--- src/rtl/pgr_map.svh ---
// Register map, field positions and timing counts of the pin unit.
// Assumes a 200 MHz pclk and an APB master with 32-bit data.
//
// What this block does
// - Pins work in power-down and active modes; inputs may be switched off in power-down.
// - Other modes: all pins high-impedance open-drain, no input detection, config retained.
// - Two-bit function: 0 alternate, 1 input, 2 open-drain, 3 push-pull.
// - Input polarity bit 0 means active low, 1 active high.
// - Input level bit 1 enables debounce filter, 0 bypasses it.
// - Active edge of a general input raises an event.
// - Event becomes wakeup only when enabled; sense bit picks edge or level.
// - Pull enable connects internal pull-down on a general input.
// - Only inputs 1 to 3 steer regulators, using polarity-adjusted level.
// - Selected input sets regulator on bit when active, clears it when passive.
// - Selected input sets voltage selection when active, clears it when passive.
// - One input may drive many regulators; sequencer ignored, software writes still work.
// - Pin 3 active edge feeds the sequencer hold input.
// - Output with source 0 drives the level bit.
// - Nonzero source drives forwarding, sequencer or supply fault.
// - Open-drain output uses pull enable for an internal pull-up.
// - Supply fault asserts after supply low over 100 ms; level bit inverts it.
// - Alternate inputs 0 and 2 have no events, alternate input 4 sets its event; optional debounce.
// - Platform-on pin edge sets bit; assert wakes with event, deassert starts power-down.
// - Run-request pin edge sets bit; assertion wakes only when enabled.
// - Watchdog service rising edge resets counter; held asserted stops counting.
// - Debounced inputs 0 to 3 can be forwarded to outputs 0, 1, 3.
`ifndef PGR_MAP_SVH
`define PGR_MAP_SVH
// ----------------------------------------------------------------------
// Register offsets
// ----------------------------------------------------------------------
`define PGR_OFS_PIN0 8'h00
`define PGR_OFS_PIN4 8'h10
`define PGR_OFS_CTRL 8'h14
`define PGR_OFS_ONSRC 8'h18
`define PGR_OFS_VSRC 8'h1C
`define PGR_OFS_ONBIT 8'h20
`define PGR_OFS_VSEL 8'h24
`define PGR_OFS_STAT 8'h28
`define PGR_OFS_EVT 8'h2C
// ----------------------------------------------------------------------
// Fields, reset values and timing
// ----------------------------------------------------------------------
`define PGR_CFG_W 11
`define PGR_CTRL_INOFF 0
`define PGR_CTRL_ALTDEB 1
`define PGR_CTRL_DEB_LSB 16
`define PGR_DEB_RST 16'h0010
`define PGR_CLK_NS 5
`define PGR_FAULT_MS 100
`define PGR_FAULT_CYC (`PGR_FAULT_MS * 1000000 / `PGR_CLK_NS)
`endif

--- src/rtl/pgr_pkg.sv ---
// Types shared by the pin unit and whoever instantiates it.
// Assumes nothing beyond a SystemVerilog compiler.
package pgr_pkg;
  typedef enum logic [1:0] {
    PGR_ALT = 2'h0,
    PGR_GPI = 2'h1,
    PGR_OD = 2'h2,
    PGR_PP = 2'h3
  } pgr_func_t;

  typedef struct packed {
    logic [1:0] fwd;
    logic [1:0] src;
    logic pull;
    logic wen;
    logic wsense;
    logic pol;
    logic level;
    pgr_func_t func;
  } pgr_pin_cfg_t;

  typedef struct packed {
    logic [4:0] out;
    logic [4:0] oe_n;
    logic [4:0] pull_up;
    logic [4:0] pull_dn;
  } pgr_pads_t;
endpackage

--- src/rtl/pgr_gpio.sv ---
// Five-pin I/O unit with regulator control, reached over APB.
// Assumes pads are resolved outside from out, oe_n and the pull requests.
`timescale 1ns/1ps
`default_nettype none
`include "pgr_map.svh"
module pgr_gpio #(
  parameter int NREG = 4,
  parameter int FAULT_CYCLES = `PGR_FAULT_CYC
) (
  input wire logic pclk,
  input wire logic presetn,
  input wire logic psel,
  input wire logic penable,
  input wire logic pwrite,
  input wire logic [7:0] paddr,
  input wire logic [31:0] pwdata,
  output logic [31:0] prdata,
  output logic pready,
  output logic pslverr,
  input wire logic [4:0] pad_in,
  output pgr_pkg::pgr_pads_t pads,
  input wire logic mode_active,
  input wire logic mode_powerdown,
  input wire logic vsys_low,
  input wire logic [4:0] seq_pin,
  input wire logic [NREG-1:0] seq_on_we,
  input wire logic [NREG-1:0] seq_on_val,
  input wire logic [NREG-1:0] seq_vsel_we,
  input wire logic [NREG-1:0] seq_vsel_val,
  output logic [NREG-1:0] reg_on,
  output logic [NREG-1:0] reg_vsel,
  output logic seq_wait_edge,
  output logic wakeup,
  output logic platform_on,
  output logic run_request,
  output logic powerdown_req,
  output logic wd_service,
  output logic wd_hold,
  output logic supply_fault
);
  import pgr_pkg::*;

  // ----------------------------------------------------------------------
  // Register state
  // ----------------------------------------------------------------------
  pgr_pin_cfg_t cfg_r [5];
  logic in_off_r, alt_deb_r;
  logic [15:0] deb_len_r;
  logic [31:0] on_src_r, v_src_r;
  logic [4:0] evt_r;
  logic [31:0] prdata_r;
  logic pslverr_r;
  logic [31:0] rd_nxt;
  logic addr_ok;

  // Picks the edge of input 1..3 named by a two-bit source code.
  function automatic logic src_hit(input logic [1:0] code,
                                   input logic [4:0] v);
    src_hit = (code != 2'h0) && v[code];
  endfunction

  wire logic setup = psel && !penable;
  wire logic wr = psel && penable && pwrite;
  wire logic [2:0] pidx = paddr[4:2];

  // ----------------------------------------------------------------------
  // Pin input path
  // ----------------------------------------------------------------------
  logic [4:0] s1_r, s2_r, s3_r, in_r, filt_r, prev_r;
  logic [15:0] cnt_r [5];
  logic [4:0] act, rise, fall, gpi, alt, deb_en;
  wire logic run_ok = mode_active || mode_powerdown;
  // Inputs may be shut off in power-down to save the pad current.
  wire logic in_ok = run_ok && !(mode_powerdown && in_off_r);

  // Three-stage synchroniser; a level counts once stages two and three
  // agree, so a glitch caught by the first stage is never seen.
  always_ff @(posedge pclk or negedge presetn) begin
    if (!presetn) begin
      s1_r <= 5'h00;
      s2_r <= 5'h00;
      s3_r <= 5'h00;
      in_r <= 5'h00;
    end else begin
      s1_r <= pad_in;
      s2_r <= s1_r;
      s3_r <= s2_r;
      for (int i = 0; i < 5; i++) begin
        if (s2_r[i] == s3_r[i]) in_r[i] <= s3_r[i];
      end
    end
  end

  // Per-pin decode of function, polarity and edges.
  always_comb begin
    for (int i = 0; i < 5; i++) begin
      gpi[i] = cfg_r[i].func == PGR_GPI;
      alt[i] = cfg_r[i].func == PGR_ALT;
      // Alternate inputs only use the filter when software asks for it.
      deb_en[i] = gpi[i] ? cfg_r[i].level : (alt[i] && alt_deb_r);
      act[i] = filt_r[i] ^ ~cfg_r[i].pol;
    end
    rise = act & ~prev_r & {5{in_ok}};
    fall = ~act & prev_r & {5{in_ok}};
  end

  // Debounce: the filtered level follows only after the new level has
  // held for deb_len_r cycles; while inputs are off it stays frozen.
  always_ff @(posedge pclk or negedge presetn) begin
    if (!presetn) begin
      filt_r <= 5'h00;
      for (int i = 0; i < 5; i++) cnt_r[i] <= 16'h0000;
    end else if (in_ok) begin
      for (int i = 0; i < 5; i++) begin
        if (!deb_en[i] || in_r[i] == filt_r[i]) begin
          filt_r[i] <= in_r[i];
          cnt_r[i] <= 16'h0000;
        end else if (cnt_r[i] + 16'h0001 >= deb_len_r) begin
          filt_r[i] <= in_r[i];
          cnt_r[i] <= 16'h0000;
        end else begin
          cnt_r[i] <= cnt_r[i] + 16'h0001;
        end
      end
    end
  end

  // Edge history tracks act while inputs are off, but the filter is frozen, so
  // re-enabling fires an edge for a change it missed. Reset
  // configuration reads every pin as active, so history starts there.
  always_ff @(posedge pclk or negedge presetn) begin
    if (!presetn) begin
      prev_r <= 5'h1F;
    end else begin
      prev_r <= act;
    end
  end

  // ----------------------------------------------------------------------
  // Events, wakeup and alternate functions
  // ----------------------------------------------------------------------
  logic wake_nxt;
  logic [4:0] evt_set;
  always_comb begin
    evt_set = gpi & rise;
    evt_set[4] = evt_set[4] || (alt[4] && rise[4]);
    wake_nxt = (alt[4] && rise[4])
      || (alt[2] && rise[2] && cfg_r[2].wen);
    for (int i = 0; i < 5; i++) begin
      if (gpi[i] && cfg_r[i].wen) begin
        wake_nxt = wake_nxt || (cfg_r[i].wsense ? act[i] && in_ok
                                                : rise[i]);
      end
    end
  end

  // Alternate pins drive their bits through edges, except wd_hold, which follows the level of pin 0.
  always_ff @(posedge pclk or negedge presetn) begin
    if (!presetn) begin
      wakeup <= 1'b0;
      platform_on <= 1'b0;
      run_request <= 1'b0;
      powerdown_req <= 1'b0;
      wd_service <= 1'b0;
      wd_hold <= 1'b0;
      seq_wait_edge <= 1'b0;
    end else begin
      wakeup <= wake_nxt;
      if (alt[4] && rise[4]) platform_on <= 1'b1;
      else if (alt[4] && fall[4]) platform_on <= 1'b0;
      if (alt[2] && rise[2]) run_request <= 1'b1;
      else if (alt[2] && fall[2]) run_request <= 1'b0;
      powerdown_req <= alt[4] && fall[4];
      wd_service <= alt[0] && rise[0];
      wd_hold <= alt[0] && act[0] && in_ok;
      seq_wait_edge <= gpi[3] && rise[3];
    end
  end

  // ----------------------------------------------------------------------
  // Regulator control from inputs 1 to 3
  // ----------------------------------------------------------------------
  wire logic [4:0] g_rise = rise & gpi & 5'h0E;
  wire logic [4:0] g_fall = fall & gpi & 5'h0E;

  // Pin edges win over a same-cycle register write; the sequencer only
  // reaches functions that no pin owns.
  always_ff @(posedge pclk or negedge presetn) begin
    if (!presetn) begin
      reg_on <= '0;
      reg_vsel <= '0;
    end else begin
      for (int j = 0; j < NREG; j++) begin
        if (src_hit(on_src_r[2*j+:2], g_rise)) reg_on[j] <= 1'b1;
        else if (src_hit(on_src_r[2*j+:2], g_fall)) reg_on[j] <= 1'b0;
        else if (wr && paddr == `PGR_OFS_ONBIT) reg_on[j] <= pwdata[j];
        else if (on_src_r[2*j+:2] == 2'h0 && seq_on_we[j]) begin
          reg_on[j] <= seq_on_val[j];
        end
        if (src_hit(v_src_r[2*j+:2], g_rise)) reg_vsel[j] <= 1'b1;
        else if (src_hit(v_src_r[2*j+:2], g_fall)) reg_vsel[j] <= 1'b0;
        else if (wr && paddr == `PGR_OFS_VSEL) reg_vsel[j] <= pwdata[j];
        else if (v_src_r[2*j+:2] == 2'h0 && seq_vsel_we[j]) begin
          reg_vsel[j] <= seq_vsel_val[j];
        end
      end
    end
  end

  // ----------------------------------------------------------------------
  // Supply fault and output drivers
  // ----------------------------------------------------------------------
  logic v1_r, v2_r, v3_r, vlow_r;
  logic [31:0] fcnt_r;
  always_ff @(posedge pclk or negedge presetn) begin
    if (!presetn) begin
      v1_r <= 1'b0;
      v2_r <= 1'b0;
      v3_r <= 1'b0;
      vlow_r <= 1'b0;
      fcnt_r <= 32'h0000_0000;
      supply_fault <= 1'b0;
    end else begin
      v1_r <= vsys_low;
      v2_r <= v1_r;
      v3_r <= v2_r;
      if (v2_r == v3_r) vlow_r <= v3_r;
      if (!vlow_r) begin
        fcnt_r <= 32'h0000_0000;
        supply_fault <= 1'b0;
      end else if (fcnt_r < 32'(FAULT_CYCLES)) begin
        fcnt_r <= fcnt_r + 32'h0000_0001;
      end else begin
        supply_fault <= 1'b1;
      end
    end
  end

  logic [4:0] oval;
  pgr_pads_t pads_nxt;
  always_comb begin
    pads_nxt = '0;
    for (int i = 0; i < 5; i++) begin
      case (cfg_r[i].src)
        2'h0: oval[i] = cfg_r[i].level;
        // Pins 2 and 4 have no forwarding path and keep the level bit.
        2'h1: oval[i] = (i == 2 || i == 4) ? cfg_r[i].level
                                           : filt_r[cfg_r[i].fwd];
        2'h2: oval[i] = seq_pin[i];
        default: oval[i] = ~supply_fault ^ cfg_r[i].level;
      endcase
      pads_nxt.oe_n[i] = 1'b1;
      if (run_ok) begin
        case (cfg_r[i].func)
          PGR_PP: begin
            pads_nxt.out[i] = oval[i];
            pads_nxt.oe_n[i] = 1'b0;
          end
          PGR_OD: begin
            pads_nxt.oe_n[i] = oval[i];
            pads_nxt.pull_up[i] = cfg_r[i].pull;
          end
          PGR_GPI: pads_nxt.pull_dn[i] = cfg_r[i].pull;
          default: pads_nxt.oe_n[i] = 1'b1;
        endcase
      end
    end
  end

  // Outside the working modes the pads float; configuration is kept.
  always_ff @(posedge pclk or negedge presetn) begin
    if (!presetn) pads <= '{out: 5'h00, oe_n: 5'h1F, pull_up: 5'h00,
                           pull_dn: 5'h00};
    else pads <= pads_nxt;
  end

  // ----------------------------------------------------------------------
  // APB slave
  // ----------------------------------------------------------------------
  always_comb begin
    rd_nxt = 32'h0000_0000;
    addr_ok = 1'b1;
    if (paddr <= `PGR_OFS_PIN4 && paddr[1:0] == 2'h0) begin
      rd_nxt[10:0] = cfg_r[pidx];
    end else if (paddr == `PGR_OFS_CTRL) begin
      rd_nxt[`PGR_CTRL_INOFF] = in_off_r;
      rd_nxt[`PGR_CTRL_ALTDEB] = alt_deb_r;
      rd_nxt[`PGR_CTRL_DEB_LSB+:16] = deb_len_r;
    end else if (paddr == `PGR_OFS_ONSRC) begin
      rd_nxt = on_src_r;
    end else if (paddr == `PGR_OFS_VSRC) begin
      rd_nxt = v_src_r;
    end else if (paddr == `PGR_OFS_ONBIT) begin
      rd_nxt[NREG-1:0] = reg_on;
    end else if (paddr == `PGR_OFS_VSEL) begin
      rd_nxt[NREG-1:0] = reg_vsel;
    end else if (paddr == `PGR_OFS_STAT) begin
      rd_nxt[13:0] = {wd_hold, supply_fault, run_request, platform_on,
                      act, filt_r};
    end else if (paddr == `PGR_OFS_EVT) begin
      rd_nxt[4:0] = evt_r;
    end else begin
      addr_ok = 1'b0;
    end
  end

  // Read data and error are captured in the setup cycle so the access
  // cycle can finish at once with registered data.
  always_ff @(posedge pclk or negedge presetn) begin
    if (!presetn) begin
      prdata_r <= 32'h0000_0000;
      pslverr_r <= 1'b0;
    end else if (setup) begin
      prdata_r <= pwrite ? 32'h0000_0000 : rd_nxt;
      pslverr_r <= !addr_ok;
    end
  end
  assign prdata = prdata_r;
  assign pslverr = pslverr_r && psel && penable;
  assign pready = psel && penable;

  // Configuration writes.
  always_ff @(posedge pclk or negedge presetn) begin
    if (!presetn) begin
      for (int i = 0; i < 5; i++) cfg_r[i] <= '0;
      in_off_r <= 1'b0;
      alt_deb_r <= 1'b0;
      deb_len_r <= `PGR_DEB_RST;
      on_src_r <= 32'h0000_0000;
      v_src_r <= 32'h0000_0000;
    end else if (wr && !pslverr_r) begin
      if (paddr <= `PGR_OFS_PIN4) begin
        cfg_r[pidx] <= pgr_pin_cfg_t'(pwdata[`PGR_CFG_W-1:0]);
      end else if (paddr == `PGR_OFS_CTRL) begin
        in_off_r <= pwdata[`PGR_CTRL_INOFF];
        alt_deb_r <= pwdata[`PGR_CTRL_ALTDEB];
        deb_len_r <= pwdata[`PGR_CTRL_DEB_LSB+:16];
      end else if (paddr == `PGR_OFS_ONSRC) begin
        on_src_r <= pwdata;
      end else if (paddr == `PGR_OFS_VSRC) begin
        v_src_r <= pwdata;
      end
    end
  end

  // Event flags: write one to clear, a new event in the same cycle wins.
  always_ff @(posedge pclk or negedge presetn) begin
    if (!presetn) evt_r <= 5'h00;
    else if (wr && paddr == `PGR_OFS_EVT) evt_r <= (evt_r & ~pwdata[4:0])
                                                   | evt_set;
    else evt_r <= evt_r | evt_set;
  end

  // ----------------------------------------------------------------------
  // Assertions
  // ----------------------------------------------------------------------
  a_off_highz: assert property (@(posedge pclk) disable iff (!presetn)
    !run_ok |=> pads.oe_n == 5'h1F) else $error("pads driven off");
  a_pp_level: assert property (@(posedge pclk) disable iff (!presetn)
    run_ok && cfg_r[1].func == PGR_PP && cfg_r[1].src == 2'h0
    |=> !pads.oe_n[1] && pads.out[1] == $past(cfg_r[1].level))
    else $error("push-pull level wrong");
  a_pull_down: assert property (@(posedge pclk) disable iff (!presetn)
    run_ok && gpi[1] && cfg_r[1].pull |=> pads.pull_dn[1])
    else $error("pull-down missing");
  a_event_edge: assert property (@(posedge pclk) disable iff (!presetn)
    gpi[1] && rise[1] |=> evt_r[1]) else $error("event lost");
  a_wake_gate: assert property (@(posedge pclk) disable iff (!presetn)
    !cfg_r[1].wen && !cfg_r[3].wen && gpi[1] && gpi[3] && !alt[2]
    && !alt[4] && !gpi[0] && !gpi[2] && !gpi[4] |=> !wakeup)
    else $error("wakeup without enable");
  a_reg_on_set: assert property (@(posedge pclk) disable iff (!presetn)
    on_src_r[1:0] == 2'h1 && g_rise[1] |=> reg_on[0])
    else $error("regulator not enabled");
  a_fault_low: assert property (@(posedge pclk) disable iff (!presetn)
    $rose(supply_fault) |-> $past(vlow_r) && $past(fcnt_r)
    == 32'(FAULT_CYCLES)) else $error("fault too early");
  a_wd_kick: assert property (@(posedge pclk) disable iff (!presetn)
    alt[0] && rise[0] |=> wd_service ##1 !wd_service)
    else $error("service pulse wrong");
  a_deb_hold: assert property (@(posedge pclk) disable iff (!presetn)
    deb_en[1] && in_ok && in_r[1] != filt_r[1] && cnt_r[1] == 16'h0000
    && deb_len_r > 16'h0002 |=> filt_r[1] == $past(filt_r[1]))
    else $error("debounce passed early");
endmodule
`default_nettype wire

--- config.mk ---
export PLATFORM = sky130hd
export DESIGN_NAME = pgr_gpio
export DESIGN_NICKNAME = d
export VERILOG_FILES = /design/src/rtl/pgr_pkg.sv /design/src/rtl/pgr_gpio.sv
export VERILOG_INCLUDE_DIRS = /design/src /design/src/rtl
export SDC_FILE = /design/constraint.sdc
export NUM_CORES = 1
export LEC_CHECK = 0
export BUFFER_PORTS_ARGS = -buffer_cell sky130_fd_sc_hd__buf_2
export CAP_MARGIN = 20
export CORE_MARGIN = 10
export CORE_UTILIZATION = 55
export DETAILED_ROUTE_END_ITERATION = 10
export PLACE_DENSITY = 0.73
export SLEW_MARGIN = 10
export SYNTH_ARGS = -nofsm -noshare
export SYNTH_HDL_FRONTEND = slang
export SYNTH_SLANG_ARGS = --single-unit
--- constraint.sdc ---
create_clock -name pclk -period 4.3 [get_ports pclk]
set_input_delay 0 -clock pclk [delete_from_list [all_inputs] [get_ports pclk]]
set_output_delay 0 -clock pclk [all_outputs]
set_load 0.005 [all_outputs]
==> results_dict.tcl <==
set metrics [dict create \
    wl_per_cell_microns 21.2 \
    cp.required_ps 4780 \
    combPwrFrac_pct 7.1 \
    finalSetupViolations 0 \
    report.final.slew_viol_count 0 \
    initial_core_util_pct 55.9 \
    drt_first_pass_iters 5 \
    gr-usage-all-layers_pct 24.2 \
    yosysTopAreaCell "dfrtp_1" \
    finalNetCount 2197 \
    io_buffers 143 \
    clock-sinks 357 \
    cts_hold_buf 59 \
    synth_nets 2017 \
    synthMuxAreaShare_pct 12.3 \
    vias 15371 \
    fp.dieW_microns 208 \
    grt_pass1_vias 15343 \
    synth_sequential_area_ratio_pct 46.2 \
    stdcell_count 2525 \
    cts_inserted_buffers 40 \
    synth_top_cells_by_count "dfrtp_1 (346), nand2_1 (216), mux2_2 (145)" \
    wl_microns 53600 \
    synthXorXnorAreaFrac_pct 4.34 \
    skew_ps 15.5 \
    cts_buffer_depth 3 \
    clock_latency_ps 550 \
    ys_types 76 \
    startpoint_type "flip-flop" \
    setup_tns_ps 0 \
    vias_per_cell 6.09 \
    critPathKind "flip-flop to flip-flop" \
    grt_pass1_wl_microns 85800 \
    swShare_pct 24.1 \
    power_leakage_uw 0.0110 \
    critPathMaxFanout 10 \
    ys_ff_latch 357 \
    fin_area_sq_um 22400 \
    row_count 68 \
    antenna_left 0 \
    grt_max_degree 113 \
    place_inst 2391 \
    dieHeight_microns 208 \
    intPower_uw 5700 \
    status "complete, no violations" \
    yosysTopAreaCellShare_pct 44.7 \
    yosys_warnings 0 \
    synthFlopType "dfrtp_1" \
    fmax_mhz 269 \
    synth_simple_gate_area_share_pct 15.5 \
    post-place-ws_ps 688 \
    synth.avg_cell_area_sq_um 10.4 \
    finalCritPeriodShare_pct 86.5 \
    finalHoldViolCount 0 \
    cts-root-buf "clkbuf_16" \
    dp_hpwl_microns 37400 \
    p_sw_uw 1810 \
    synth_compound_area_share_pct 12.7 \
    maxCapViolCount 0 \
    async_flop_share_pct 100 \
    seq_power_share_pct 47.3 \
    worst_pin_slew_ps 1050 \
    irDropWorstVdd_uv 287 \
    post_cts_buffers 0 \
    synth.most_common_cell "dfrtp_1" \
    arrival_ps 4200 \
    synth_edf_count 0 \
    gp_congestion 0.951 \
    cts_resized 0 \
    clock_power_share_pct 45.5 \
    postPlaceCellArea_sq_um 20500 \
    syn_to_final_growth_pct 15.7 \
    grt_overflow 0 \
    htreeDepth 2 \
    fill_cells 2675 \
    synth_area_sq_um 19400 \
    drtIter0Drc 1377 \
    antenna_found_initial 4 \
    core-area_sq_um 34600 \
    power_density_nw_per_um2 335 \
    hold_class "input port to flip-flop" \
    final_layout_size_suffix_gt1_share_pct 20.6 \
    fin_crit_ps 3720 \
    synthAdderAreaFrac_pct 5.86 \
    worst_slack_ps 580 \
    cp-end-kind "flip-flop" \
    slew_headroom_pct 29.3 \
    clk_pin_slew_ps 60 \
    io_pins 144 \
    ys_top_cells_by_area "dfrtp_1 (45%), mux2_2 (8.4%), ha_1 (5.6%)" \
    drc 0 \
    die_area_sq_um 43100 \
    netlist_instances 1857 \
    synth_top_family_by_area "simple AND/OR/NAND/NOR gates" \
    rsz0062_at_grt "false" \
    cts_tree "done" \
]
## kinds of logic after synthesis
group,after synthesis
simple gates,597
mux,191
flops,357
buf+inv,152
xor+xnor,96
fa+ha+maj,92
compound gates,372
## cell usage in the layout (no fill, tap or decap), types with 10 or more instances in the layout
master	n
nand3_1	73
a22o_1	55
a31oi_1	12
a21o_1	21
buf_2	143
clkbuf_1	10
nor2_1	62
and3_1	27
dlygate4sd3_1	59
buf_4	19
inv_1	65
a21oi_1	57
o221ai_1	10
dfrtp_1	346
o22ai_1	12
dfstp_2	11
nand4_1	22
o31ai_1	10
nor3_1	48
mux2_2	145
nand2_1	215
xor2_1	47
clkbuf_16	41
nor4_1	11
nand2b_1	14
nor2b_1	23
mux2i_1	22
o21ai_0	123
and4_1	12
ha_1	86
o211ai_1	17
or3_1	18
xnor2_1	49
and2_1	35
mux4_2	17
## flip-flops by register name (all words and copies together) (netlist names), 4 cells and up
register   flops
cnt_r         80
cfg_r         55
fcnt_r        32
on_src_r      32
prdata        32
v_src_r       32
pads          20
deb_len_r     16
evt_r          5
filt_r         5
in_r           5
prev_r         5
s1_r           5
s2_r           5
s3_r           5
reg_on         4
reg_vsel       4
## cell type report
type	count	area, sq um	area share, %
multi-input cells	1348	9820	43.8
flip-flops and latches	357	8950	39.9
repair buffers	225	1520	6.80
clock buffers	60	1190	5.30
well taps	455	569	2.54
inverters	65	244	1.09
clock inverters	13	125	0.558
diodes	2	5.00	0.0223
## critical path, stage by stage, from the launching register on
cell,delay [ps]
dfrtp_1,440
ha_1,260
nand3_1,160
nor2_1,290
nand3_1,270
nor2_1,190
xor2_1,250
ha_1,310
a21oi_1,150
a21boi_0,100
o31ai_1,250
o211ai_1,260
nor2_2,470
mux2_2,260
## power groups by stage
stage	Clock [uW]	Sequential, uW	Combinational, uW
after floorplan	0	3560	259
after global placement	0	3610	479
after detailed placement	0	3610	492
after CTS	3470	3550	535
after global routing	3610	3560	587
final	3420	3560	535
## path summary, 6_finish.rpt
kind / start / endpoint / slack [ps] / depth (start not counted)
hold reg to reg: s1_r[0] / s2_r[0] / 350 / 0
min in group asynchronous: presetn / prdata[21] / 120 / 2
setup / recovery: cnt_r[0] / cnt_r[0] / 580 / 13
max in group asynchronous: presetn / in_r[3] / 3030 / 3
hold / removal: seq_pin[3] / pads[13] / 10 / 5
setup reg to reg: cnt_r[0] / cnt_r[0] / 580 / 13
## routing by layer
metal | GRT usage [%] | vias up | wire length [microns]
met3 | 4.38 | 119 | 3660
met5 | 0 | - | 33
met2 | 38.9 | 576 | 24900
met1 | 32.2 | 7587 | 23300
met4 | 8.64 | 4 | 1650
li1 | - | 7085 | -
## through the flow
| stage | util, % | total power (uW) | hold slack [ps] |
|---|---|---|---|
| global route | 64.8 | 7760 | 17.2 |
| global placement | 59.2 | 4090 | 109 |
| detailed placement | 59.2 | 4100 | 110 |
| CTS | 64.7 | 7560 | 0.459 |
| finish | 64.8 | 7510 | 14.2 |
| floorplan | - | 3820 | -296 |
(Power assumes the default switching activity.)
